<file path="src/core/rps_cfg.svh">
// register offsets, field positions, reset values for the pin select block
// assumes: included by bare name from package and modules
`ifndef RPS_CFG_SVH
`define RPS_CFG_SVH
`define RPS_ADDR_W          3
`define RPS_OFF_IN_A_SENT   3'h0
`define RPS_OFF_IN_B_C      3'h1
`define RPS_OFF_OUT_0_1     3'h2
`define RPS_OFF_OUT_2_3     3'h3
`define RPS_OFF_IN_PWM      3'h4
`define RPS_HI_MSB          15
`define RPS_HI_LSB          8
`define RPS_LO_MSB          7
`define RPS_LO_LSB          0
`define RPS_OUT_W           6
`define RPS_VOUT_LO_LSB     0
`define RPS_VOUT_HI_LSB     8
`define RPS_OUT_MASK        16'h3F3F
`define RPS_RESET_VAL       16'h0000
`define RPS_NUM_PINS        256
`define RPS_NUM_FUNCS       64
`endif

</file>
<file path="src/core/rps_pkg.sv">
// types shared by the pin select block
// assumes: rps_cfg.svh on the include path
`include "rps_cfg.svh"
package rps_pkg;
  typedef logic [7:0]                   rps_pin_sel_t;
  typedef logic [`RPS_OUT_W-1:0]        rps_func_sel_t;
  typedef logic [`RPS_ADDR_W-1:0]       rps_addr_t;
  typedef logic [15:0]                  rps_data_t;
  typedef logic [`RPS_NUM_PINS-1:0]     rps_pins_t;
  typedef logic [`RPS_NUM_FUNCS-1:0]    rps_funcs_t;
endpackage

</file>
<file path="src/core/rps_sel_if.sv">
// selector bundle passed from register file to the routing module
// assumes: rps_pkg compiled first
`timescale 1ns/100ps
interface rps_sel_if;
  import rps_pkg::*;
  rps_pin_sel_t  in_a;
  rps_pin_sel_t  in_b;
  rps_pin_sel_t  in_c;
  rps_pin_sel_t  sent;
  rps_pin_sel_t  pwm10;
  rps_pin_sel_t  pwm11;
  rps_func_sel_t vout [4];
  modport regs  (output in_a, in_b, in_c, sent, pwm10, pwm11, vout);
  modport route (input in_a, in_b, in_c, sent, pwm10, pwm11, vout);
endinterface

</file>
<file path="src/core/rps_route.sv">
// routing of remappable pins and output functions, registered outputs
// assumes: pins already synchronised; selector 0 means not connected
`timescale 1ns/100ps
module rps_route
(
  // clock and reset
  input  wire logic                clock,
  input  wire logic                rst_n,
  // selectors
  rps_sel_if.route                 sel,
  // sources
  input  wire rps_pkg::rps_pins_t  pins,
  input  wire rps_pkg::rps_pins_t  slave_pins,
  input  wire rps_pkg::rps_funcs_t funcs,
  // routed signals
  output logic                     logic_cell_input_a,
  output logic                     logic_cell_input_b,
  output logic                     logic_cell_input_c,
  output logic                     sent_rx_in,
  output logic                     slave_pwm_input_10,
  output logic                     slave_pwm_input_11,
  output logic [3:0]               virtual_out
);
  import rps_pkg::*;

  // zero selects nothing, so the input idles low
  function automatic logic pick_pin(input rps_pins_t p, input rps_pin_sel_t s);
    pick_pin = (s == 8'h00) ? 1'b0 : p[s];
  endfunction

  function automatic logic pick_func(input rps_funcs_t f, input rps_func_sel_t s);
    pick_func = (s == 6'h00) ? 1'b0 : f[s];
  endfunction

  always_ff @(posedge clock or negedge rst_n) begin
    if (!rst_n) begin
      logic_cell_input_a <= 1'b0;
      logic_cell_input_b <= 1'b0;
      logic_cell_input_c <= 1'b0;
      sent_rx_in         <= 1'b0;
      slave_pwm_input_10 <= 1'b0;
      slave_pwm_input_11 <= 1'b0;
    end else begin
      logic_cell_input_a <= pick_pin(pins, sel.in_a);
      sent_rx_in         <= pick_pin(pins, sel.sent);
      logic_cell_input_c <= pick_pin(pins, sel.in_c);
      logic_cell_input_b <= pick_pin(pins, sel.in_b);
      slave_pwm_input_11 <= pick_pin(slave_pins, sel.pwm11);
      slave_pwm_input_10 <= pick_pin(slave_pins, sel.pwm10);
    end
  end

  // virtual ports stay inside the device, no pad drive
  always_ff @(posedge clock or negedge rst_n) begin
    if (!rst_n) begin
      virtual_out <= 4'h0;
    end else begin
      for (int i = 0; i < 4; i++) begin
        virtual_out[i] <= pick_func(funcs, sel.vout[i]);
      end
    end
  end
endmodule

</file>
<file path="src/core/rps_top.sv">
// peripheral pin select: selector registers and routing
// assumes: plain register port, read data one cycle after read strobe
`timescale 1ns/100ps
`include "rps_cfg.svh"

// Function
// The upper byte of the first input-select register picks the pin that drives logic cell input A.
// The lower byte of the first input-select register picks the pin that drives the SENT receiver input.
// The upper byte of the second input-select register picks the pin that drives logic cell input C.
// The lower byte of the second input-select register picks the pin that drives logic cell input B.
// Each of four virtual output ports has a 6-bit function selector at bits 13-8 or 5-0.
// The virtual output ports have no pad and their signals are used only inside the device.
// Bits 15-14 and 7-6 of the output-select registers ignore writes and read as zero.
// The upper byte of the slave PWM select register picks the slave pin that drives PWM input 11.
// The lower byte of the slave PWM select register picks the slave pin that drives PWM input 10.
// Every selector clears to zero on reset and zero leaves its target unconnected.
module rps_top
(
  // clock and reset
  input  wire logic                clock,
  input  wire logic                rst_n,
  // register port
  input  wire rps_pkg::rps_addr_t  reg_addr,
  input  wire rps_pkg::rps_data_t  reg_wdata,
  input  wire logic                reg_wr,
  input  wire logic                reg_rd,
  output rps_pkg::rps_data_t       reg_rdata,
  // pad inputs, asynchronous
  input  wire rps_pkg::rps_pins_t  remappable_pin,
  input  wire rps_pkg::rps_pins_t  slave_remappable_pin,
  // peripheral output functions, same clock
  input  wire rps_pkg::rps_funcs_t periph_func,
  // routed peripheral inputs
  output logic                     logic_cell_input_a,
  output logic                     logic_cell_input_b,
  output logic                     logic_cell_input_c,
  output logic                     sent_rx_two_in,
  output logic                     slave_pwm_input_10,
  output logic                     slave_pwm_input_11,
  // internal virtual output ports
  output logic [3:0]               virtual_out
);
  import rps_pkg::*;

  rps_data_t in_a_sent_r;
  rps_data_t in_b_c_r;
  rps_data_t out_0_1_r;
  rps_data_t out_2_3_r;
  rps_data_t in_pwm_r;
  rps_data_t rdata_nxt;

  rps_pins_t pin_s1_r;
  rps_pins_t pin_s2_r;
  rps_pins_t pin_s3_r;
  rps_pins_t pin_r;
  rps_pins_t spin_s1_r;
  rps_pins_t spin_s2_r;
  rps_pins_t spin_s3_r;
  rps_pins_t spin_r;

  rps_sel_if sel ();

  // selector registers
  always_ff @(posedge clock or negedge rst_n) begin
    if (!rst_n) begin
      in_a_sent_r <= `RPS_RESET_VAL;
      in_b_c_r    <= `RPS_RESET_VAL;
      out_0_1_r   <= `RPS_RESET_VAL;
      out_2_3_r   <= `RPS_RESET_VAL;
      in_pwm_r    <= `RPS_RESET_VAL;
    end else if (reg_wr) begin
      unique case (reg_addr)
        `RPS_OFF_IN_A_SENT: in_a_sent_r <= reg_wdata;
        `RPS_OFF_IN_B_C:    in_b_c_r    <= reg_wdata;
        `RPS_OFF_OUT_0_1:   out_0_1_r   <= reg_wdata & `RPS_OUT_MASK;
        `RPS_OFF_OUT_2_3:   out_2_3_r   <= reg_wdata & `RPS_OUT_MASK;
        `RPS_OFF_IN_PWM:    in_pwm_r    <= reg_wdata;
        default: ;
      endcase
    end
  end

  // read mux, unmapped addresses read zero
  always_comb begin
    rdata_nxt = 16'h0000;
    unique case (reg_addr)
      `RPS_OFF_IN_A_SENT: rdata_nxt = in_a_sent_r;
      `RPS_OFF_IN_B_C:    rdata_nxt = in_b_c_r;
      `RPS_OFF_OUT_0_1:   rdata_nxt = out_0_1_r & `RPS_OUT_MASK;
      `RPS_OFF_OUT_2_3:   rdata_nxt = out_2_3_r & `RPS_OUT_MASK;
      `RPS_OFF_IN_PWM:    rdata_nxt = in_pwm_r;
      default:            rdata_nxt = 16'h0000;
    endcase
  end

  // data held only in the cycle after the read strobe
  always_ff @(posedge clock or negedge rst_n) begin
    if (!rst_n) begin
      reg_rdata <= 16'h0000;
    end else begin
      reg_rdata <= reg_rd ? rdata_nxt : 16'h0000;
    end
  end

  // pad synchronisers, change taken when stages two and three agree
  always_ff @(posedge clock or negedge rst_n) begin
    if (!rst_n) begin
      pin_s1_r  <= '0;
      pin_s2_r  <= '0;
      pin_s3_r  <= '0;
      pin_r     <= '0;
      spin_s1_r <= '0;
      spin_s2_r <= '0;
      spin_s3_r <= '0;
      spin_r    <= '0;
    end else begin
      pin_s1_r  <= remappable_pin;
      pin_s2_r  <= pin_s1_r;
      pin_s3_r  <= pin_s2_r;
      pin_r     <= (pin_s2_r & pin_s3_r) | (pin_r & (pin_s2_r | pin_s3_r));
      spin_s1_r <= slave_remappable_pin;
      spin_s2_r <= spin_s1_r;
      spin_s3_r <= spin_s2_r;
      spin_r    <= (spin_s2_r & spin_s3_r) | (spin_r & (spin_s2_r | spin_s3_r));
    end
  end

  // selector fields onto the bundle
  assign sel.in_a    = in_a_sent_r[`RPS_HI_MSB:`RPS_HI_LSB];
  assign sel.sent    = in_a_sent_r[`RPS_LO_MSB:`RPS_LO_LSB];
  assign sel.in_c    = in_b_c_r[`RPS_HI_MSB:`RPS_HI_LSB];
  assign sel.in_b    = in_b_c_r[`RPS_LO_MSB:`RPS_LO_LSB];
  assign sel.pwm11   = in_pwm_r[`RPS_HI_MSB:`RPS_HI_LSB];
  assign sel.pwm10   = in_pwm_r[`RPS_LO_MSB:`RPS_LO_LSB];
  assign sel.vout[0] = out_0_1_r[`RPS_VOUT_LO_LSB +: `RPS_OUT_W];
  assign sel.vout[1] = out_0_1_r[`RPS_VOUT_HI_LSB +: `RPS_OUT_W];
  assign sel.vout[2] = out_2_3_r[`RPS_VOUT_LO_LSB +: `RPS_OUT_W];
  assign sel.vout[3] = out_2_3_r[`RPS_VOUT_HI_LSB +: `RPS_OUT_W];

  rps_route u_route (
    .clock              (clock),
    .rst_n              (rst_n),
    .sel                (sel.route),
    .pins               (pin_r),
    .slave_pins         (spin_r),
    .funcs              (periph_func),
    .logic_cell_input_a (logic_cell_input_a),
    .logic_cell_input_b (logic_cell_input_b),
    .logic_cell_input_c (logic_cell_input_c),
    .sent_rx_in         (sent_rx_two_in),
    .slave_pwm_input_10 (slave_pwm_input_10),
    .slave_pwm_input_11 (slave_pwm_input_11),
    .virtual_out        (virtual_out)
  );
endmodule

</file>
<file path="config.mk">
export PLATFORM = sky130hd
export DESIGN_NAME = rps_top
export DESIGN_NICKNAME = d
export VERILOG_FILES = /design/src/core/rps_pkg.sv /design/src/core/rps_sel_if.sv /design/src/core/rps_route.sv /design/src/core/rps_top.sv
export VERILOG_INCLUDE_DIRS = /design/src /design/src/core
export SDC_FILE = /design/constraint.sdc
export NUM_CORES = 2
export LEC_CHECK = 0
export ABC_AREA = 0
export BUFFER_PORTS_ARGS = -buffer_cell sky130_fd_sc_hd__buf_4
export CORE_MARGIN = 10
export CORE_UTILIZATION = 40
export CTS_CLUSTER_DIAMETER = 80
export CTS_CLUSTER_SIZE = 40
export DETAILED_ROUTE_END_ITERATION = 6
export RECOVER_POWER = 50
export SYNTH_ARGS = -nofsm -noshare
export SYNTH_HDL_FRONTEND = slang
export SYNTH_SLANG_ARGS = --single-unit
</file>
<file path="constraint.sdc">
create_clock -name clock -period 3.1 [get_ports clock]
set_clock_uncertainty 0.1 [all_clocks]
set_input_delay 0.31 -clock clock [delete_from_list [all_inputs] [get_ports clock]]
set_output_delay 0.31 -clock clock [all_outputs]
set_load 0.01 [all_outputs]
</file>
== Word-level counts from Yosys, hierarchy flattened ==
Cells that the tools add are included.
Storage, ports and cells
  output and inout bits: 26
  input bits: 599
  word-level logic and storage cells: 91
  register bits after elaboration: 2146
Cells by class
  equality and inequality tests: 4
  reductions and logical operators: 16
  bitwise gates (word level): 8
  mux-type cells: 32
  order comparisons: 10
Operators with widths (count)
  AND 256 bit: 4
  OR 256 bit: 4
  one-hot mux 16 bit (5 select lines): 1
  less-than comparator 8 x 9 -> 1 bit (second input constant): 6
  binary-select mux 1 bit (select 8 bit): 6
  logical NOT 8 bit: 6
  less-than comparator 6 x 7 -> 1 bit (second input constant): 4
  binary-select mux 1 bit (select 6 bit): 4
  logical NOT 6 bit: 4
  2-to-1 mux 1 bit: 20
  2-to-1 mux 16 bit: 1
  AND reduction 2 bit: 5
  == test 3 x 2 -> 1 bit (second input constant): 2
  == test 3 x 1 -> 1 bit (second input constant): 1
  == test 3 bit (second input constant): 1
  logical NOT 3 bit: 1

== Depth between registers and ports, before layout ==
  depth in word-level cells: 3
  gate-level depth with buffers: 11
  mapped depth without buffers: 7

== Modules after synthesis ==
Synthesis repeated with hierarchy kept, for this count alone.
Second synthesis, totals
  cells, all modules: 3995
  area total of the unflattened synthesis: 75162.1 µm²
By module, submodules not included
  rps_top: area an instance 60140.2 µm², instances 1, sequential area each 53451.3 µm², cells each 2814
  rps_route: area an instance 15021.9 µm², instances 1, sequential area each 250.2 µm², cells each 1181

== Worst setup path before layout ==
OpenSTA, ideal clock, no wires.
  kind: register -> register
  start: register in_pwm_r[0]
  end: register u_route.slave_pwm_input_10
  period minus slack after synthesis: 2627 ps
  required time: 2876 ps
  cell stages (with the launch flop): 10
  path slack: 473 ps
  library setup time: 124 ps
  data arrival time: 2403 ps
  path buffers: 3
  cells stage by stage: dfrtp_1 > clkbuf_1 > buf_2 > buf_2 > mux4_2 > mux4_2 > a22oi_1 > a21oi_1 > o21ai_1 > mux2i_1
Between the ends
  longest elaborated chain between the ends: 3
  elaborated cells between the ends (all ways): 4
  those cells by class: mux (3); reduce/logical (1)
RTL lines
  start, declared: line rps_top.sv:49  | rps_data_t in_pwm_r;
  start signal, assigned: line rps_top.sv:70  | in_pwm_r <= `RPS_RESET_VAL;
  start signal, assigned: line rps_top.sv:77  | `RPS_OFF_IN_PWM: in_pwm_r <= reg_wdata;
  binary-select mux 1 bit (select 8 bit): line rps_route.sv:28  | pick_pin = (s == 8'h00) ? 1'b0 : p[s];
  2-to-1 mux 1 bit (implied by the code): line rps_route.sv:28
  2-to-1 mux 1 bit *: line rps_route.sv:28
  end signal, assigned: line rps_route.sv:49  | slave_pwm_input_10 <= pick_pin(slave_pins, sel.pwm10);
  end, declared: line rps_route.sv:20  | output logic slave_pwm_input_10,
Mark *: on every way between the ends. The rest lies on a longest branch, timed or not. The select of a mux whose other input is x is not followed.
A chain may end at the register's enable or synchronous reset.

== Worst setup path after layout ==
  start: register in_b_c_r[0]
  end: register u_route.logic_cell_input_b
Between the ends
  longest elaborated chain between the ends: 3
  elaborated cells between the ends (all ways): 4
  those cells by class: mux (3); reduce/logical (1)
RTL lines
  start, declared: line rps_top.sv:46  | rps_data_t in_b_c_r;
  start signal, assigned: line rps_top.sv:67  | in_b_c_r <= `RPS_RESET_VAL;
  start signal, assigned: line rps_top.sv:74  | `RPS_OFF_IN_B_C: in_b_c_r <= reg_wdata;
  binary-select mux 1 bit (select 8 bit): line rps_route.sv:28
  2-to-1 mux 1 bit (implied by the code): line rps_route.sv:28
  2-to-1 mux 1 bit *: line rps_route.sv:28
  end signal, assigned: line rps_route.sv:47  | logic_cell_input_b <= pick_pin(pins, sel.in_b);
  end, declared: line rps_route.sv:17  | output logic logic_cell_input_b,
Marks and branches as above.

==> flow_summary_export.csv <==
group,metric,value,unit
die,die_area,0.205,mm2
logic_synthesis,synthesis.instances,3914,
cts,cts.sinks,2146,
min_path,holdCritPathClass,"primary input to register",
global_routing,antenna_found_initial,19,
timing,hold_viol_final,0,
cts,numCtsBuffers,98,
final_layout,nFillCells,14700,
cts,cts_buffer_depth,3,
final_layout,area_delta_synth_final,28.7,%
critical_path,crit_fanout,15,
route,avgRoutedWirePerCell,26.3,um
route,first_pass_iters,5,
logic_synthesis,yosysUniqueCellTypes,53,
timing,maxSlewViolCount,55,
power_and_ir_drop,seq_power_share,52.1,%
final_layout,layout-drive-gt1-share,27.0,%
global_routing,grt_start_max_net_pins,133,
logic_synthesis,synth_warnings,0,
logic_synthesis,yosysMostFrequentCell,"dfrtp_1",
timing,worst_pin_slew,1650,ps
logic_synthesis,yosysSeqAreaShare,71.6,%
cts,cts_tree,"done",
global_routing,grtUsageTotal,20.9,%
power_and_ir_drop,p_comb_share,19.1,%
route,drt_iter0_markers,3047,
cts,clkTransAtPathRegs,130,ps
logic_synthesis,synth.cell_area,0.0750,mm2
power_and_ir_drop,intPower,43.8,mW
logic_synthesis,synthTopCellsByCount,"dfrtp_1 (2146), maj3_1 (512), mux4_2 (474)",
route,dr_total_vias,41700,
die,die_h,453,um
die,ios,625,
power_and_ir_drop,power_switching,18.4,mW
logic_synthesis,synth_seq_cells,2146,
logic_synthesis,synth_edf_count,0,
power_and_ir_drop,ir_drop,0.610,mV
place,routabilityCongestion,0.883,
route,wirelength,213000,um
die,core,0.186,mm2
logic_synthesis,synth_nets,4513,
job,drv_cap,1,
logic_synthesis,synth_area_per_cell,19.2,um2
place,port_buffers,624,
timing,grt_setup_unrepaired,"false",
final_layout,fin_nets,6120,
global_routing,grt_pass1_wl,319000,um
outcome,outcome,"finished with violations",
timing,hold_slack,70.4,ps
critical_path,crit_path_end_kind,"register",
critical_path,critical_path_class,"register to register",
die,start_util,40.3,%
global_routing,grt_pass1_vias,46400,
outcome,violations,"max-capacitance violations, max-slew violations",
timing,maxSlewHeadroom,-10.2,%
route,ant_nets,0,
critical_path,reg2regPathDepth,8,
power_and_ir_drop,cellPowerDensity,644,mW/mm2
logic_synthesis,synth_top_cell_by_area,"dfrtp_1",
timing,finalCritPeriodShare,94.7,%
power_and_ir_drop,swShare,29.5,%
timing,tns,0,ps
critical_path,cp_data_required_time,3680,ps
min_path,holdPathStages,2,
power_and_ir_drop,leakagePower,40.0,nW
final_layout,seq_area,0.0538,mm2
place,hpwl,148000,um
die,num_rows,158,
die,fp.dieW,453,um
cts,cts.htree.levels,3,
critical_path,cp_data_arrival_time,3510,ps
logic_synthesis,synthTopCellsByArea,"dfrtp_1 (72%), mux4_2 (14%), maj3_1 (6.8%)",
power_and_ir_drop,clkPwrFrac,28.8,%
critical_path,cp-start-kind,"register",
logic_synthesis,synth_top_flop_cell,"dfrtp_1",
cts,cts-root-buf,"clkbuf_16",
route,drc,0,
final_layout,multi_input_area,0.0204,mm2
timing,period_needed,2940,ps
logic_synthesis,synthArstFlopShare,100,%
route,vias_per_cell,5.15,
global_routing,overflow,0,
logic_synthesis,yosysTopAreaCellShare,71.6,%
cts,clk_latency,810,ps
timing,fmax,0.341,GHz
timing,setup_violations,0,
## power by group through the flow
stage          clock network (mW)  registers (mW)  logic (mW)
3_3_place_gp                    0            33.0        11.0
5_1_grt                      19.4            32.7        12.7
6_report                     17.9            32.4        11.9
2_1_floorplan                   0            31.4        7.24
4_1_cts                      18.3            32.5        12.0
3_5_place_dp                    0            33.0        11.1
## final cells by class
class	instances	share of cell area (%)
clock buffers	101	2.59
clock inverters	84	1.75
multi-input cells	1589	21.2
well taps	2480	3.21
inverters	6	0.0233
flip-flops and latches	2146	55.7
diodes	13	0.0337
repair buffers	1680	15.5
## state kept, by name, summed over array words and instances, names as in the netlist, 16 cells and up
name	count
spin_s3_r	256
pin_s2_r	256
spin_r	256
spin_s1_r	256
pin_r	256
pin_s3_r	256
in_b_c_r	16
spin_s2_r	256
in_a_sent_r	16
reg_rdata	16
pin_s1_r	256
in_pwm_r	16
## through the flow
stage	total power, mW	util (%)	setup slack (ps)	instance area [um2]	instances
finish	62.2	51.9	165	96500	8099
CTS	62.8	52.1	32.3	96800	8081
global route	64.8	51.9	20.4	96500	8098
floorplan	38.7	-	473	75000	3914
global placement	44.0	45.3	-295	84200	7052
detailed placement	44.1	45.3	-112	84200	7052
## path summary, 6_finish.rpt
kind	startpoint	endpoint	slack, ps
min in group asynchronous	rst_n	spin_r[0]	920
min reg2reg	pin_s1_r[115]	pin_s2_r[115]	220
max	in_b_c_r[0]	u_route.logic_cell_input_b	160
min	remappable_pin[110]	pin_s1_r[110]	70
max reg2reg	in_b_c_r[0]	u_route.logic_cell_input_b	160
max in group asynchronous	rst_n	spin_s2_r[120]	400
## logic make-up after synthesis
group / Yosys count / synth area share [%]
adders and majority gates: 512 / 6.84
and+or+nand+nor: 161 / 1.13
AOI/OAI and AO/OA: 231 / 2.07
buffers and inverters: 179 / 1.14
muxes: 685 / 17.2
DFF: 2146 / 71.6
## layout by cell type (no fill, tap or decap), types with 24 or more instances in the layout
cell / synthesis / final
maj3_1: 512 / 512
clkbuf_4: 0 / 446
clkinv_16: 0 / 29
dfrtp_1: 2146 / 2126
buf_12: 0 / 48
a22oi_1: 37 / 37
clkbuf_1: 76 / 89
mux2i_1: 128 / 127
clkbuf_16: 0 / 99
buf_4: 14 / 249
mux4_2: 474 / 474
mux2_2: 83 / 83
dlygate4sd3_1: 0 / 847
a21oi_1: 67 / 67
nor2_1: 37 / 36
o22ai_1: 24 / 24
o221ai_1: 33 / 33
## worst max-delay path, stage by stage, from the launching register on
cell,delay (ps)
dfrtp_4,550
buf_12,210
buf_4,190
mux4_2,520
mux4_2,460
mux2i_1,220
a41oi_1,300
o21ai_1,200
nor3_1,70
## routing by layer
metal / vias to the layer above / global-route usage, % / wire length, um
met4: 2 / 8.50 / 9750
met5: - / 0 / 13
li1: 17700 / - / -
met3: 362 / 2.99 / 9230
met2: 1253 / 36.0 / 110000
met1: 22400 / 26.6 / 84000
## repair_timing
| action | in CTS | in global routing |
|---|---|---|
| setup endpoints to repair | 2 | 1 |
| endpoints found under the hold margin | 1892 | 3 |
| gates resized for setup | 2 | 2 |
| hold buffers | 844 | 3 |
| setup buffers | 0 | 2 |
No activity file was read; power rests on OpenSTA's default activity.
